File: src/ptm_pkg.sv
//------------------------------------------------------------
// Notes on behaviour
//------------------------------------------------------------
// Notes on behaviour
// - Ten-bit counter counts up on active edges
// - Comparators A and P check counter continuously
// - Run rising clears counter; falling keeps value
// - Run low stops counting, timer off
// - Pause freezes counter; clearing pause resumes
// - Three-bit field selects counting clock source
// - Run rising loads output initial level in compare and PWM modes
// - Two-bit mode: compare, capture, PWM, timer
// - Compare A match: none, low, high, toggle
// - PWM field: inactive, active, PWM, single pulse
// - Capture edge: rising, falling, both, disabled
// - Capture source: capture pin or clock pin
// - Output control: initial level or active polarity
// - Polarity bit inverts output, not timer mode
// - Match requesting present level changes nothing
// - Clear on A match, else P or overflow; single pulse here has no automatic clear
// - Clear select ignored in PWM, pulse, capture
// - Counter readable as low and high bytes
// - Compare values in read/write byte pairs
// - Automatic counter clear raises interrupt request
package ptm_pkg;

   //------------------------------------------------------------
   // Register word offsets (byte addresses are four times these)
   //------------------------------------------------------------
   localparam logic [2:0] PTM_IDX_CTL0  = 3'h0;
   localparam logic [2:0] PTM_IDX_CTL1  = 3'h1;
   localparam logic [2:0] PTM_IDX_CNT_L = 3'h2;
   localparam logic [2:0] PTM_IDX_CNT_H = 3'h3;
   localparam logic [2:0] PTM_IDX_CMPA_L = 3'h4;
   localparam logic [2:0] PTM_IDX_CMPA_H = 3'h5;
   localparam logic [2:0] PTM_IDX_CMPP_L = 3'h6;
   localparam logic [2:0] PTM_IDX_CMPP_H = 3'h7;

   //------------------------------------------------------------
   // Field positions
   //------------------------------------------------------------
   localparam int PTM_C0_PAUSE   = 7;
   localparam int PTM_C0_CLK_HI  = 6;
   localparam int PTM_C0_CLK_LO  = 4;
   localparam int PTM_C0_RUN     = 3;
   localparam int PTM_C1_MODE_HI = 7;
   localparam int PTM_C1_MODE_LO = 6;
   localparam int PTM_C1_FUNC_HI = 5;
   localparam int PTM_C1_FUNC_LO = 4;
   localparam int PTM_C1_LEVEL   = 3;
   localparam int PTM_C1_INVERT  = 2;
   localparam int PTM_C1_CAPSRC  = 1;
   localparam int PTM_C1_CLRSRC  = 0;

   //------------------------------------------------------------
   // Reset values
   //------------------------------------------------------------
   localparam logic [7:0] PTM_CTL0_RST = 8'h00;
   localparam logic [7:0] PTM_CTL1_RST = 8'h00;
   localparam logic [9:0] PTM_CMP_RST  = 10'h000;
   localparam logic [9:0] PTM_CNT_RST  = 10'h000;

   //------------------------------------------------------------
   // Modes and encodings
   //------------------------------------------------------------
   localparam logic [1:0] PTM_MODE_CMP   = 2'h0;
   localparam logic [1:0] PTM_MODE_CAP   = 2'h1;
   localparam logic [1:0] PTM_MODE_PWM   = 2'h2;
   localparam logic [1:0] PTM_MODE_TIMER = 2'h3;

   localparam logic [2:0] PTM_CLK_SYS4  = 3'h0;
   localparam logic [2:0] PTM_CLK_SYS   = 3'h1;
   localparam logic [2:0] PTM_CLK_H16   = 3'h2;
   localparam logic [2:0] PTM_CLK_H64   = 3'h3;
   localparam logic [2:0] PTM_CLK_SUB0  = 3'h4;
   localparam logic [2:0] PTM_CLK_SUB1  = 3'h5;
   localparam logic [2:0] PTM_CLK_EXT_R = 3'h6;
   localparam logic [2:0] PTM_CLK_EXT_F = 3'h7;

   // Prescaler divide counts
   localparam logic [5:0] PTM_DIV4_LAST  = 6'h03;
   localparam logic [5:0] PTM_DIV16_LAST = 6'h0f;
   localparam logic [5:0] PTM_DIV64_LAST = 6'h3f;

   // Single-cycle bus answer (waitrequest low after one wait state)
   localparam logic PTM_WAIT_ONE = 1'b1;

endpackage

File: src/ptm_timer.sv
// Implementation choices: the register addresses and the Avalon-MM slave port.
`timescale 1ns/100ps
module ptm_timer
   import ptm_pkg::*;
#(
   parameter int CNT_W = 10
)
(
   input  wire logic        clk_in,             // 25 MHz system clock
   input  wire logic        reset_n_in,         // Async active-low reset
   input  wire logic        high_speed_clock_in, // Tick strobe of the high-speed clock
   input  wire logic        sub_clock_in,       // Tick strobe of the sub clock
   input  wire logic        ext_count_clk_pin_in, // External counting clock pin
   input  wire logic        capture_in_pin_in,  // Capture input pin
   input  wire logic [2:0]  avs_address_in,     // Word address
   input  wire logic        avs_read_in,        // Read request
   input  wire logic        avs_write_in,       // Write request
   input  wire logic [31:0] avs_writedata_in,   // Write data
   input  wire logic [3:0]  avs_byteenable_in,  // Byte enables
   output logic [31:0]      avs_readdata_out,   // Read data
   output logic             avs_waitrequest_out, // Wait request
   output logic             timer_out_pin_out,  // Timer output pin
   output logic             timer_out_en_out,   // Output pin enable
   output logic             timer_irq_out       // Counter auto-clear request pulse
);

   //------------------------------------------------------------
   // Registers
   //------------------------------------------------------------
   logic [7:0]       ctl0_q;          // Control 0
   logic [7:0]       ctl1_q;          // Control 1
   logic [CNT_W-1:0] compare_a_value_q; // Compare A
   logic [CNT_W-1:0] compare_p_value_q; // Compare P
   logic [CNT_W-1:0] cnt_q;           // Counter
   logic             run_prev_q;      // Run bit last cycle
   logic             out_q;           // Output level before inversion
   logic [2:0]       ext_sync_q;      // Clock pin sync plus history
   logic [2:0]       cap_sync_q;      // Capture pin sync plus history
   logic [5:0]       pre_q;           // Prescaler
   logic             ack_q;           // Bus answer phase

   // Field aliases
   logic             pause_ctl;
   logic [2:0]       count_clk_sel;
   logic             run_ctl;
   logic [1:0]       op_mode_sel;
   logic [1:0]       pin_func_sel;
   logic             out_level_ctl;
   logic             out_invert;
   logic             capture_src_sel;
   logic             clear_src_sel;

   assign pause_ctl       = ctl0_q[PTM_C0_PAUSE];
   assign count_clk_sel   = ctl0_q[PTM_C0_CLK_HI:PTM_C0_CLK_LO];
   assign run_ctl         = ctl0_q[PTM_C0_RUN];
   assign op_mode_sel     = ctl1_q[PTM_C1_MODE_HI:PTM_C1_MODE_LO];
   assign pin_func_sel    = ctl1_q[PTM_C1_FUNC_HI:PTM_C1_FUNC_LO];
   assign out_level_ctl   = ctl1_q[PTM_C1_LEVEL];
   assign out_invert      = ctl1_q[PTM_C1_INVERT];
   assign capture_src_sel = ctl1_q[PTM_C1_CAPSRC];
   assign clear_src_sel   = ctl1_q[PTM_C1_CLRSRC];

   //------------------------------------------------------------
   // Pin synchronisers and edge detection
   //------------------------------------------------------------
   // Stage 0 feeds only stage 1; edges come from stages 1 and 2
   always_ff @(posedge clk_in or negedge reset_n_in)
   begin
      if (!reset_n_in)
      begin
         ext_sync_q <= 3'h0;
         cap_sync_q <= 3'h0;
      end
      else
      begin
         ext_sync_q <= {ext_sync_q[1:0], ext_count_clk_pin_in};
         cap_sync_q <= {cap_sync_q[1:0], capture_in_pin_in};
      end
   end

   logic ext_rise;   // Clock pin rising edge
   logic ext_fall;   // Clock pin falling edge
   logic trig_rise;  // Capture trigger rising edge
   logic trig_fall;  // Capture trigger falling edge
   assign ext_rise  = ext_sync_q[1] & ~ext_sync_q[2];
   assign ext_fall  = ~ext_sync_q[1] & ext_sync_q[2];
   assign trig_rise = capture_src_sel ? ext_rise
                                      : (cap_sync_q[1] & ~cap_sync_q[2]);
   assign trig_fall = capture_src_sel ? ext_fall
                                      : (~cap_sync_q[1] & cap_sync_q[2]);

   //------------------------------------------------------------
   // Counting clock selection
   //------------------------------------------------------------
   // Free prescaler on the system clock; held in reset while off to save power
   always_ff @(posedge clk_in or negedge reset_n_in)
   begin
      if (!reset_n_in)
         pre_q <= 6'h00;
      else if (!run_ctl)
         pre_q <= 6'h00;
      else
         pre_q <= pre_q + 6'h01;
   end

   logic count_tick;   // One active edge of the counting clock
   always_comb
   begin
      case (count_clk_sel)
         PTM_CLK_SYS4:  count_tick = (pre_q[1:0] == PTM_DIV4_LAST[1:0]);
         PTM_CLK_SYS:   count_tick = 1'b1;
         // High-clock ticks are gated by the prescaler; the high clock strobe
         // must be no slower than the divided rate for an exact ratio
         PTM_CLK_H16:   count_tick = high_speed_clock_in & (pre_q[3:0] == PTM_DIV16_LAST[3:0]);
         PTM_CLK_H64:   count_tick = high_speed_clock_in & (pre_q == PTM_DIV64_LAST);
         PTM_CLK_SUB0,
         PTM_CLK_SUB1:  count_tick = sub_clock_in;
         PTM_CLK_EXT_R: count_tick = ext_rise;
         PTM_CLK_EXT_F: count_tick = ext_fall;
         default:       count_tick = 1'b0;
      endcase
   end

   //------------------------------------------------------------
   // Comparators and clear logic
   //------------------------------------------------------------
   logic             match_a;     // Comparator A hit on this tick
   logic             match_p;     // Comparator P hit on this tick
   logic             overflow;    // Counter wraps on this tick
   logic             running;     // Counter advances this cycle
   logic             is_pwm;      // PWM or single-pulse mode
   logic             single;      // Single-pulse submode
   logic             auto_clr;    // Automatic counter clear
   logic             run_rise;    // Run bit low-to-high

   assign running  = run_ctl & run_prev_q & ~pause_ctl & count_tick;
   assign run_rise = run_ctl & ~run_prev_q;
   assign is_pwm   = (op_mode_sel == PTM_MODE_PWM);
   assign single   = is_pwm & (pin_func_sel == 2'h3);
   // Compare on the count about to be left, so the clear happens at the match
   assign match_a  = running & (cnt_q == compare_a_value_q);
   assign match_p  = running & (cnt_q == compare_p_value_q);
   assign overflow = running & (&cnt_q);

   always_comb
   begin
      // Clear select only matters in compare and timer modes
      if ((op_mode_sel == PTM_MODE_CMP || op_mode_sel == PTM_MODE_TIMER) && clear_src_sel)
         auto_clr = match_a;
      else if (single)
         auto_clr = 1'b0;
      else
         auto_clr = (compare_p_value_q == PTM_CMP_RST) ? overflow : match_p;
   end

   //------------------------------------------------------------
   // Counter
   //------------------------------------------------------------
   always_ff @(posedge clk_in or negedge reset_n_in)
   begin
      if (!reset_n_in)
      begin
         cnt_q      <= PTM_CNT_RST;
         run_prev_q <= 1'b0;
      end
      else
      begin
         run_prev_q <= run_ctl;
         if (run_rise)
            cnt_q <= PTM_CNT_RST;
         else if (auto_clr)
            cnt_q <= PTM_CNT_RST;
         else if (running)
            cnt_q <= cnt_q + {{(CNT_W-1){1'b0}}, 1'b1};
      end
   end

   // Interrupt request pulse on each automatic clear
   always_ff @(posedge clk_in or negedge reset_n_in)
   begin
      if (!reset_n_in)
         timer_irq_out <= 1'b0;
      else
         timer_irq_out <= auto_clr & ~run_rise;
   end

   //------------------------------------------------------------
   // Output pin logic
   //------------------------------------------------------------
   logic pwm_active;   // Duty portion of the PWM period
   assign pwm_active = (cnt_q < compare_a_value_q);

   // Level before polarity inversion
   always_ff @(posedge clk_in or negedge reset_n_in)
   begin
      if (!reset_n_in)
         out_q <= 1'b0;
      else if (run_rise && op_mode_sel != PTM_MODE_CAP && op_mode_sel != PTM_MODE_TIMER)
         out_q <= out_level_ctl;
      else if (op_mode_sel == PTM_MODE_CMP)
      begin
         if (match_a)
         begin
            case (pin_func_sel)
               2'h1:    out_q <= 1'b0;        // Same level as now: no change
               2'h2:    out_q <= 1'b1;
               2'h3:    out_q <= ~out_q;
               default: out_q <= out_q;
            endcase
         end
      end
      else if (is_pwm)
      begin
         case (pin_func_sel)
            2'h0:    out_q <= ~out_level_ctl;
            2'h1:    out_q <= out_level_ctl;
            2'h2:    out_q <= run_ctl ? (pwm_active ? out_level_ctl : ~out_level_ctl)
                                      : ~out_level_ctl;
            default: out_q <= (run_ctl && !match_a) ? out_level_ctl : ~out_level_ctl;
         endcase
      end
   end

   // Registered pin drive; enable off in timer and capture modes, inversion skipped in timer mode only
   always_ff @(posedge clk_in or negedge reset_n_in)
   begin
      if (!reset_n_in)
      begin
         timer_out_pin_out <= 1'b0;
         timer_out_en_out  <= 1'b0;
      end
      else
      begin
         timer_out_en_out  <= (op_mode_sel != PTM_MODE_TIMER) && (op_mode_sel != PTM_MODE_CAP);
         timer_out_pin_out <= (op_mode_sel == PTM_MODE_TIMER) ? 1'b0
                                                              : (out_q ^ out_invert);
      end
   end

   //------------------------------------------------------------
   // Register writes, capture and single-pulse self clear
   //------------------------------------------------------------
   logic wr_go;    // Write takes effect
   logic capture;  // Capture event
   assign wr_go = avs_write_in & ack_q;

   always_comb
   begin
      case (pin_func_sel)
         2'h0:    capture = trig_rise;
         2'h1:    capture = trig_fall;
         2'h2:    capture = trig_rise | trig_fall;
         default: capture = 1'b0;
      endcase
      capture = capture & run_ctl & (op_mode_sel == PTM_MODE_CAP);
   end

   always_ff @(posedge clk_in or negedge reset_n_in)
   begin
      if (!reset_n_in)
         ctl0_q <= PTM_CTL0_RST;
      else if (single && match_a)
         ctl0_q[PTM_C0_RUN] <= 1'b0;         // Pulse ends; beats a same-cycle write
      else if (single && !run_ctl && ext_rise)
         ctl0_q[PTM_C0_RUN] <= 1'b1;         // Clock pin triggers a pulse
      else if (wr_go && avs_address_in == PTM_IDX_CTL0 && avs_byteenable_in[0])
         ctl0_q <= {avs_writedata_in[7:3], 3'h0};
   end

   always_ff @(posedge clk_in or negedge reset_n_in)
   begin
      if (!reset_n_in)
         ctl1_q <= PTM_CTL1_RST;
      else if (wr_go && avs_address_in == PTM_IDX_CTL1 && avs_byteenable_in[0])
         ctl1_q <= avs_writedata_in[7:0];    // Mode changes expected only while off
   end

   // Compare A: capture wins over a software write in the same cycle
   always_ff @(posedge clk_in or negedge reset_n_in)
   begin
      if (!reset_n_in)
         compare_a_value_q <= PTM_CMP_RST;
      else if (capture)
         compare_a_value_q <= cnt_q;
      else if (wr_go && avs_byteenable_in[0] && avs_address_in == PTM_IDX_CMPA_L)
         compare_a_value_q[7:0] <= avs_writedata_in[7:0];
      else if (wr_go && avs_byteenable_in[0] && avs_address_in == PTM_IDX_CMPA_H)
         compare_a_value_q[CNT_W-1:8] <= avs_writedata_in[CNT_W-9:0];
   end

   always_ff @(posedge clk_in or negedge reset_n_in)
   begin
      if (!reset_n_in)
         compare_p_value_q <= PTM_CMP_RST;
      else if (wr_go && avs_byteenable_in[0] && avs_address_in == PTM_IDX_CMPP_L)
         compare_p_value_q[7:0] <= avs_writedata_in[7:0];
      else if (wr_go && avs_byteenable_in[0] && avs_address_in == PTM_IDX_CMPP_H)
         compare_p_value_q[CNT_W-1:8] <= avs_writedata_in[CNT_W-9:0];
   end

   //------------------------------------------------------------
   // Avalon-MM slave: one wait state, then answer
   //------------------------------------------------------------
   // The fixed wait state lets read data come straight from a flip-flop
   always_ff @(posedge clk_in or negedge reset_n_in)
   begin
      if (!reset_n_in)
         ack_q <= 1'b0;
      else
         ack_q <= (avs_read_in | avs_write_in) & ~ack_q;
   end

   always_ff @(posedge clk_in or negedge reset_n_in)
   begin
      if (!reset_n_in)
         avs_waitrequest_out <= PTM_WAIT_ONE;
      else
         avs_waitrequest_out <= ~((avs_read_in | avs_write_in) & ~ack_q);
   end

   logic [7:0] rd_byte;   // Selected register
   always_comb
   begin
      case (avs_address_in)
         PTM_IDX_CTL0:   rd_byte = ctl0_q;
         PTM_IDX_CTL1:   rd_byte = ctl1_q;
         PTM_IDX_CNT_L:  rd_byte = cnt_q[7:0];
         PTM_IDX_CNT_H:  rd_byte = {6'h00, cnt_q[CNT_W-1:8]};
         PTM_IDX_CMPA_L: rd_byte = compare_a_value_q[7:0];
         PTM_IDX_CMPA_H: rd_byte = {6'h00, compare_a_value_q[CNT_W-1:8]};
         PTM_IDX_CMPP_L: rd_byte = compare_p_value_q[7:0];
         PTM_IDX_CMPP_H: rd_byte = {6'h00, compare_p_value_q[CNT_W-1:8]};
         default:        rd_byte = 8'h00;
      endcase
   end

   always_ff @(posedge clk_in or negedge reset_n_in)
   begin
      if (!reset_n_in)
         avs_readdata_out <= 32'h0000_0000;
      else if (avs_read_in && !ack_q)
         avs_readdata_out <= {24'h00_0000, rd_byte};
   end

endmodule

File: config.mk
export PLATFORM = sky130hd
export DESIGN_NAME = ptm_timer
export DESIGN_NICKNAME = d
export VERILOG_FILES = /design/src/ptm_pkg.sv /design/src/ptm_timer.sv
export SDC_FILE = /design/constraint.sdc
export NUM_CORES = 1
export LEC_CHECK = 0
export ABC_AREA = 1
export BUFFER_PORTS_ARGS = -buffer_cell sky130_fd_sc_hd__buf_2
export CAP_MARGIN = 20
export CORE_ASPECT_RATIO = 1.2
export CORE_MARGIN = 2
export CORE_UTILIZATION = 50
export DETAILED_ROUTE_END_ITERATION = 10
export PLACE_DENSITY = 0.77
export SETUP_SLACK_MARGIN = 0.1
export SYNTH_ARGS = -nofsm -noshare
export SYNTH_HDL_FRONTEND = slang
export SYNTH_SLANG_ARGS = --single-unit
export TNS_END_PERCENT = 1
File: constraint.sdc
create_clock -name clk_in -period 1.65 [get_ports clk_in]
set_clock_uncertainty 0.05 [all_clocks]
set_input_delay 0.33 -clock clk_in [delete_from_list [all_inputs] [get_ports clk_in]]
set_output_delay 0.33 -clock clk_in [all_outputs]
set_load 0.01 [all_outputs]
==> flow_metrics.py <==
metrics = {
    "outcome": {
        "status": "finished, violations left",
        "violations": "negative setup slack",
    },
    "clocking": {
        "cts_tree": "yes",
        "clkTransAtPathRegs_ns": 0.08,
        "insertion_delay_ns": 0.37,
        "cts_root_buffer": "clkbuf_8",
        "h-tree-depth": 3,
        "cts_buffer_depth": 2,
        "numCtsBuffers": 9,
        "clock-sinks": 70,
    },
    "power": {
        "power.internal_mw": 3.908,
        "power_density_nw_per_um2": 1234,
        "p_total_mw": 6.375,
        "clkPwrFrac": 0.197,
        "irDropWorstVdd_mv": 0.5810,
        "switching_power_mw": 2.467,
        "seq_power_share": 0.378,
        "swShare": 0.3869,
        "leakage_nw": 2.565,
        "power_frac_comb": 0.425,
    },
    "global_routing": {
        "grtUsageMet3": 0.03571,
        "grt_use_met1": 0.3020,
        "grt_max_degree": 32,
        "grt_use_met2": 0.4680,
        "grt_pass1_wl_um": 17800,
        "antenna_found_initial": 0,
        "grt_usage": 0.2646,
        "grt_pass1_vias": 3746,
        "busiest_layer": "met2",
        "grt_overflow": 0,
    },
    "setup_path": {
        "cp_cell_sequence": "ha_4 -> nand2_4 -> nor2_4 -> nand3_2 -> nor2_2 -> nand3_2 -> buf_4 -> o31ai_1 -> inv_1 -> nor2_1 -> nand2_1 -> nand2_1",
        "crit_buf_inv": 2,
        "startpoint_type": "flip-flop",
        "cp_top_family": "simple AND/OR/NAND/NOR gates",
        "arrival_ns": 2.20,
        "slowest_stage": "dfrtp_1",
        "endpoint_kind": "flip-flop",
        "cp.depth": 12,
        "r2r-end": "out_q",
        "worstPathRequired_ns": 1.90,
        "crit_path_max_fanout": 3,
        "critPathKind": "reg2reg",
        "endpoint": "out_q",
        "worstSetupStartpoint": "cnt_q[3]",
        "reg2reg_from": "cnt_q[3]",
        "rr_worst_depth": 12,
        "max_stage_delay_ns": 0.44,
        "reg2reg_setup_slack_ns": -0.30,
    },
    "layout": {
        "final_cell_mix": "nand2_1, buf_4, dfrtp_1",
        "drive_gt1_frac": 0.2855,
        "multi_input_area_um2": 2083,
        "antennaDiodeCount": 0,
        "area_growth_pct": 25.69,
        "layout.area.seq_um2": 1754,
        "nets": 685,
        "final_area_um2": 5166,
        "layout_commonest_cell": "nand2_1",
        "fillCellCount": 664,
    },
    "synthesis": {
        "async_flop_share": 1.000,
        "syn_area_per_cell_um2": 7.950,
        "synth_edf_count": 0,
        "synthDistinctLibCells": 43,
        "ys_ff_latch": 70,
        "synth_ff_type": "dfrtp_1",
        "seq_area_frac_synth": 0.4265,
        "yosysWarnings": 0,
        "synth_area_um2": 4110,
        "synthCells": 517,
    },
    "placement": {
        "port_buffers": 31,
        "placed_area_um2": 4792,
        "gp_congestion": 0.9270,
        "dpl.hpwl_um": 8562,
    },
    "drt": {
        "routed_via_density": 5.356,
        "wl_per_cell_um": 15.56,
        "initialDrtViolationCount": 253,
        "wl_um": 11230,
        "via_count": 3867,
        "drc": 0,
        "drt_first_pass_iters": 5,
        "antenna_left": 0,
    },
    "hold_path": {
        "worstHoldPathType": "in2reg",
    },
    "timing": {
        "hold_viol": 0,
        "min_period_ns": 1.947,
        "tightest_slew_ns": 0.5886,
        "rsz0062_at_grt": "true",
        "worst_slack_ns": -0.2970,
        "fin_crit_sh": 1.180,
        "relSlewSlack": 0.6055,
        "finalSetupTns_ns": -3.387,
        "finalMaxSlewViolations": 0,
        "final-setup-viol-count": 17,
        "fmax_mhz": 513.6,
    },
    "die": {
        "die_x_um": 86.77,
        "design.portCount": 83,
        "start_util": 0.5098,
        "dieArea_um2": 8965,
        "die_height_um": 103.3,
        "core_region_area_um2": 8063,
        "rows": 36,
    },
    "job": {
        "cap_violations": 0,
    },
}
what timing repair did:
action / in CTS / in global routing
hold endpoints to repair: 14 / 0
pin swaps: 24 / 7
endpoints found under the setup margin: 25 / 28
setup buffers: 3 / 2
resized for setup: 18 / 23
hold buffers: 1 / 0
Yosys cell counts, types with 4 or more instances:
library cell | instances | area share
a21oi_1 | 14 | 0.017
xnor2_1 | 4 | 0.0085
inv_1 | 65 | 0.059
nand3_1 | 29 | 0.035
xor2_1 | 7 | 0.015
a221oi_1 | 5 | 0.011
dfrtp_1 | 69 | 0.42
buf_2 | 7 | 0.0085
nor3_2 | 4 | 0.0097
nand2_1 | 123 | 0.11
ha_1 | 16 | 0.049
o21ai_1 | 5 | 0.0061
nand3_2 | 4 | 0.0097
nand4_1 | 8 | 0.012
a31oi_1 | 5 | 0.0076
o21ai_0 | 34 | 0.041
nor3_1 | 4 | 0.0049
buf_4 | 25 | 0.046
o22ai_1 | 10 | 0.015
inv_2 | 5 | 0.0046
nor2_1 | 45 | 0.041
power by group through the flow:
stage	clock, mW	combinational (mW)	sequential (mW)
6_report	1.26	2.71	2.41
5_1_grt	1.35	3.01	2.46
4_1_cts	1.29	2.51	2.40
3_5_place_dp	0	2.36	2.42
3_3_place_gp	0	2.29	2.40
2_1_floorplan	0	1.30	2.41
metrics by stage:
stage	std cells	util	setup slack, ns	hold WS (ns)
floorplan	540	-	-0.08950	-0.01559
global placement	700	0.5944	-0.2431	0.2381
detailed placement	700	0.5944	-0.2846	0.2419
CTS	720	0.6290	-0.2244	0.003543
global route	722	0.6408	-0.4043	0.00002345
finish	722	0.6408	-0.2970	0.02132
layout make-up:
cell class | count | area share
clock inverters | 6 | 0.009203
flip-flops and latches | 70 | 0.3395
clock buffers | 10 | 0.02470
inverters | 70 | 0.05134
multi-input cells | 364 | 0.4032
repair buffers | 107 | 0.1489
well taps | 95 | 0.02301
routing by layer:
metal  vias to the layer above  wire length, um
li1                       1845                -
met1                      1824             4433
met2                       162             5657
met3                        36              631
met4                         0              509
met5                         -                0
logic make-up (layout without fill, tap and decap cells):
kind of cell    after synthesis  after routing  synth area share
simple gates                228            228            0.2533
buf+inv                     106            193            0.1239
compound gates               83             83            0.1178
flops                        70             70            0.4265
fa+ha+maj                    16             16           0.04871
xor+xnor                     11             11           0.02344
mux                           2              2          0.005479
other cells                   1             24         0.0009124
registers in the layout, summed over array words and instances, names as in the netlist, 3 cells and up:
| register | count |
|---|---|
| avs_readdata_out | 8 |
| cap_sync_q | 3 |
| cnt_q | 10 |
| compare_a_value_q | 10 |
| compare_p_value_q | 10 |
| ctl0_q | 5 |
| ctl1_q | 8 |
| ext_sync_q | 3 |
| pre_q | 6 |
worst min path at each step:
stage                               startpoint            end  depth (start not counted)
after floorplan                     reset_n_in          ack_q                          0
after global placement              reset_n_in       pre_q[5]                          1
after detailed placement            reset_n_in       pre_q[4]                          1
after CTS                 ext_count_clk_pin_in  ext_sync_q[0]                          1
after global routing      ext_count_clk_pin_in  ext_sync_q[0]                          1
final                     ext_count_clk_pin_in  ext_sync_q[0]                          1
Power figures use the tool's default switching activity.
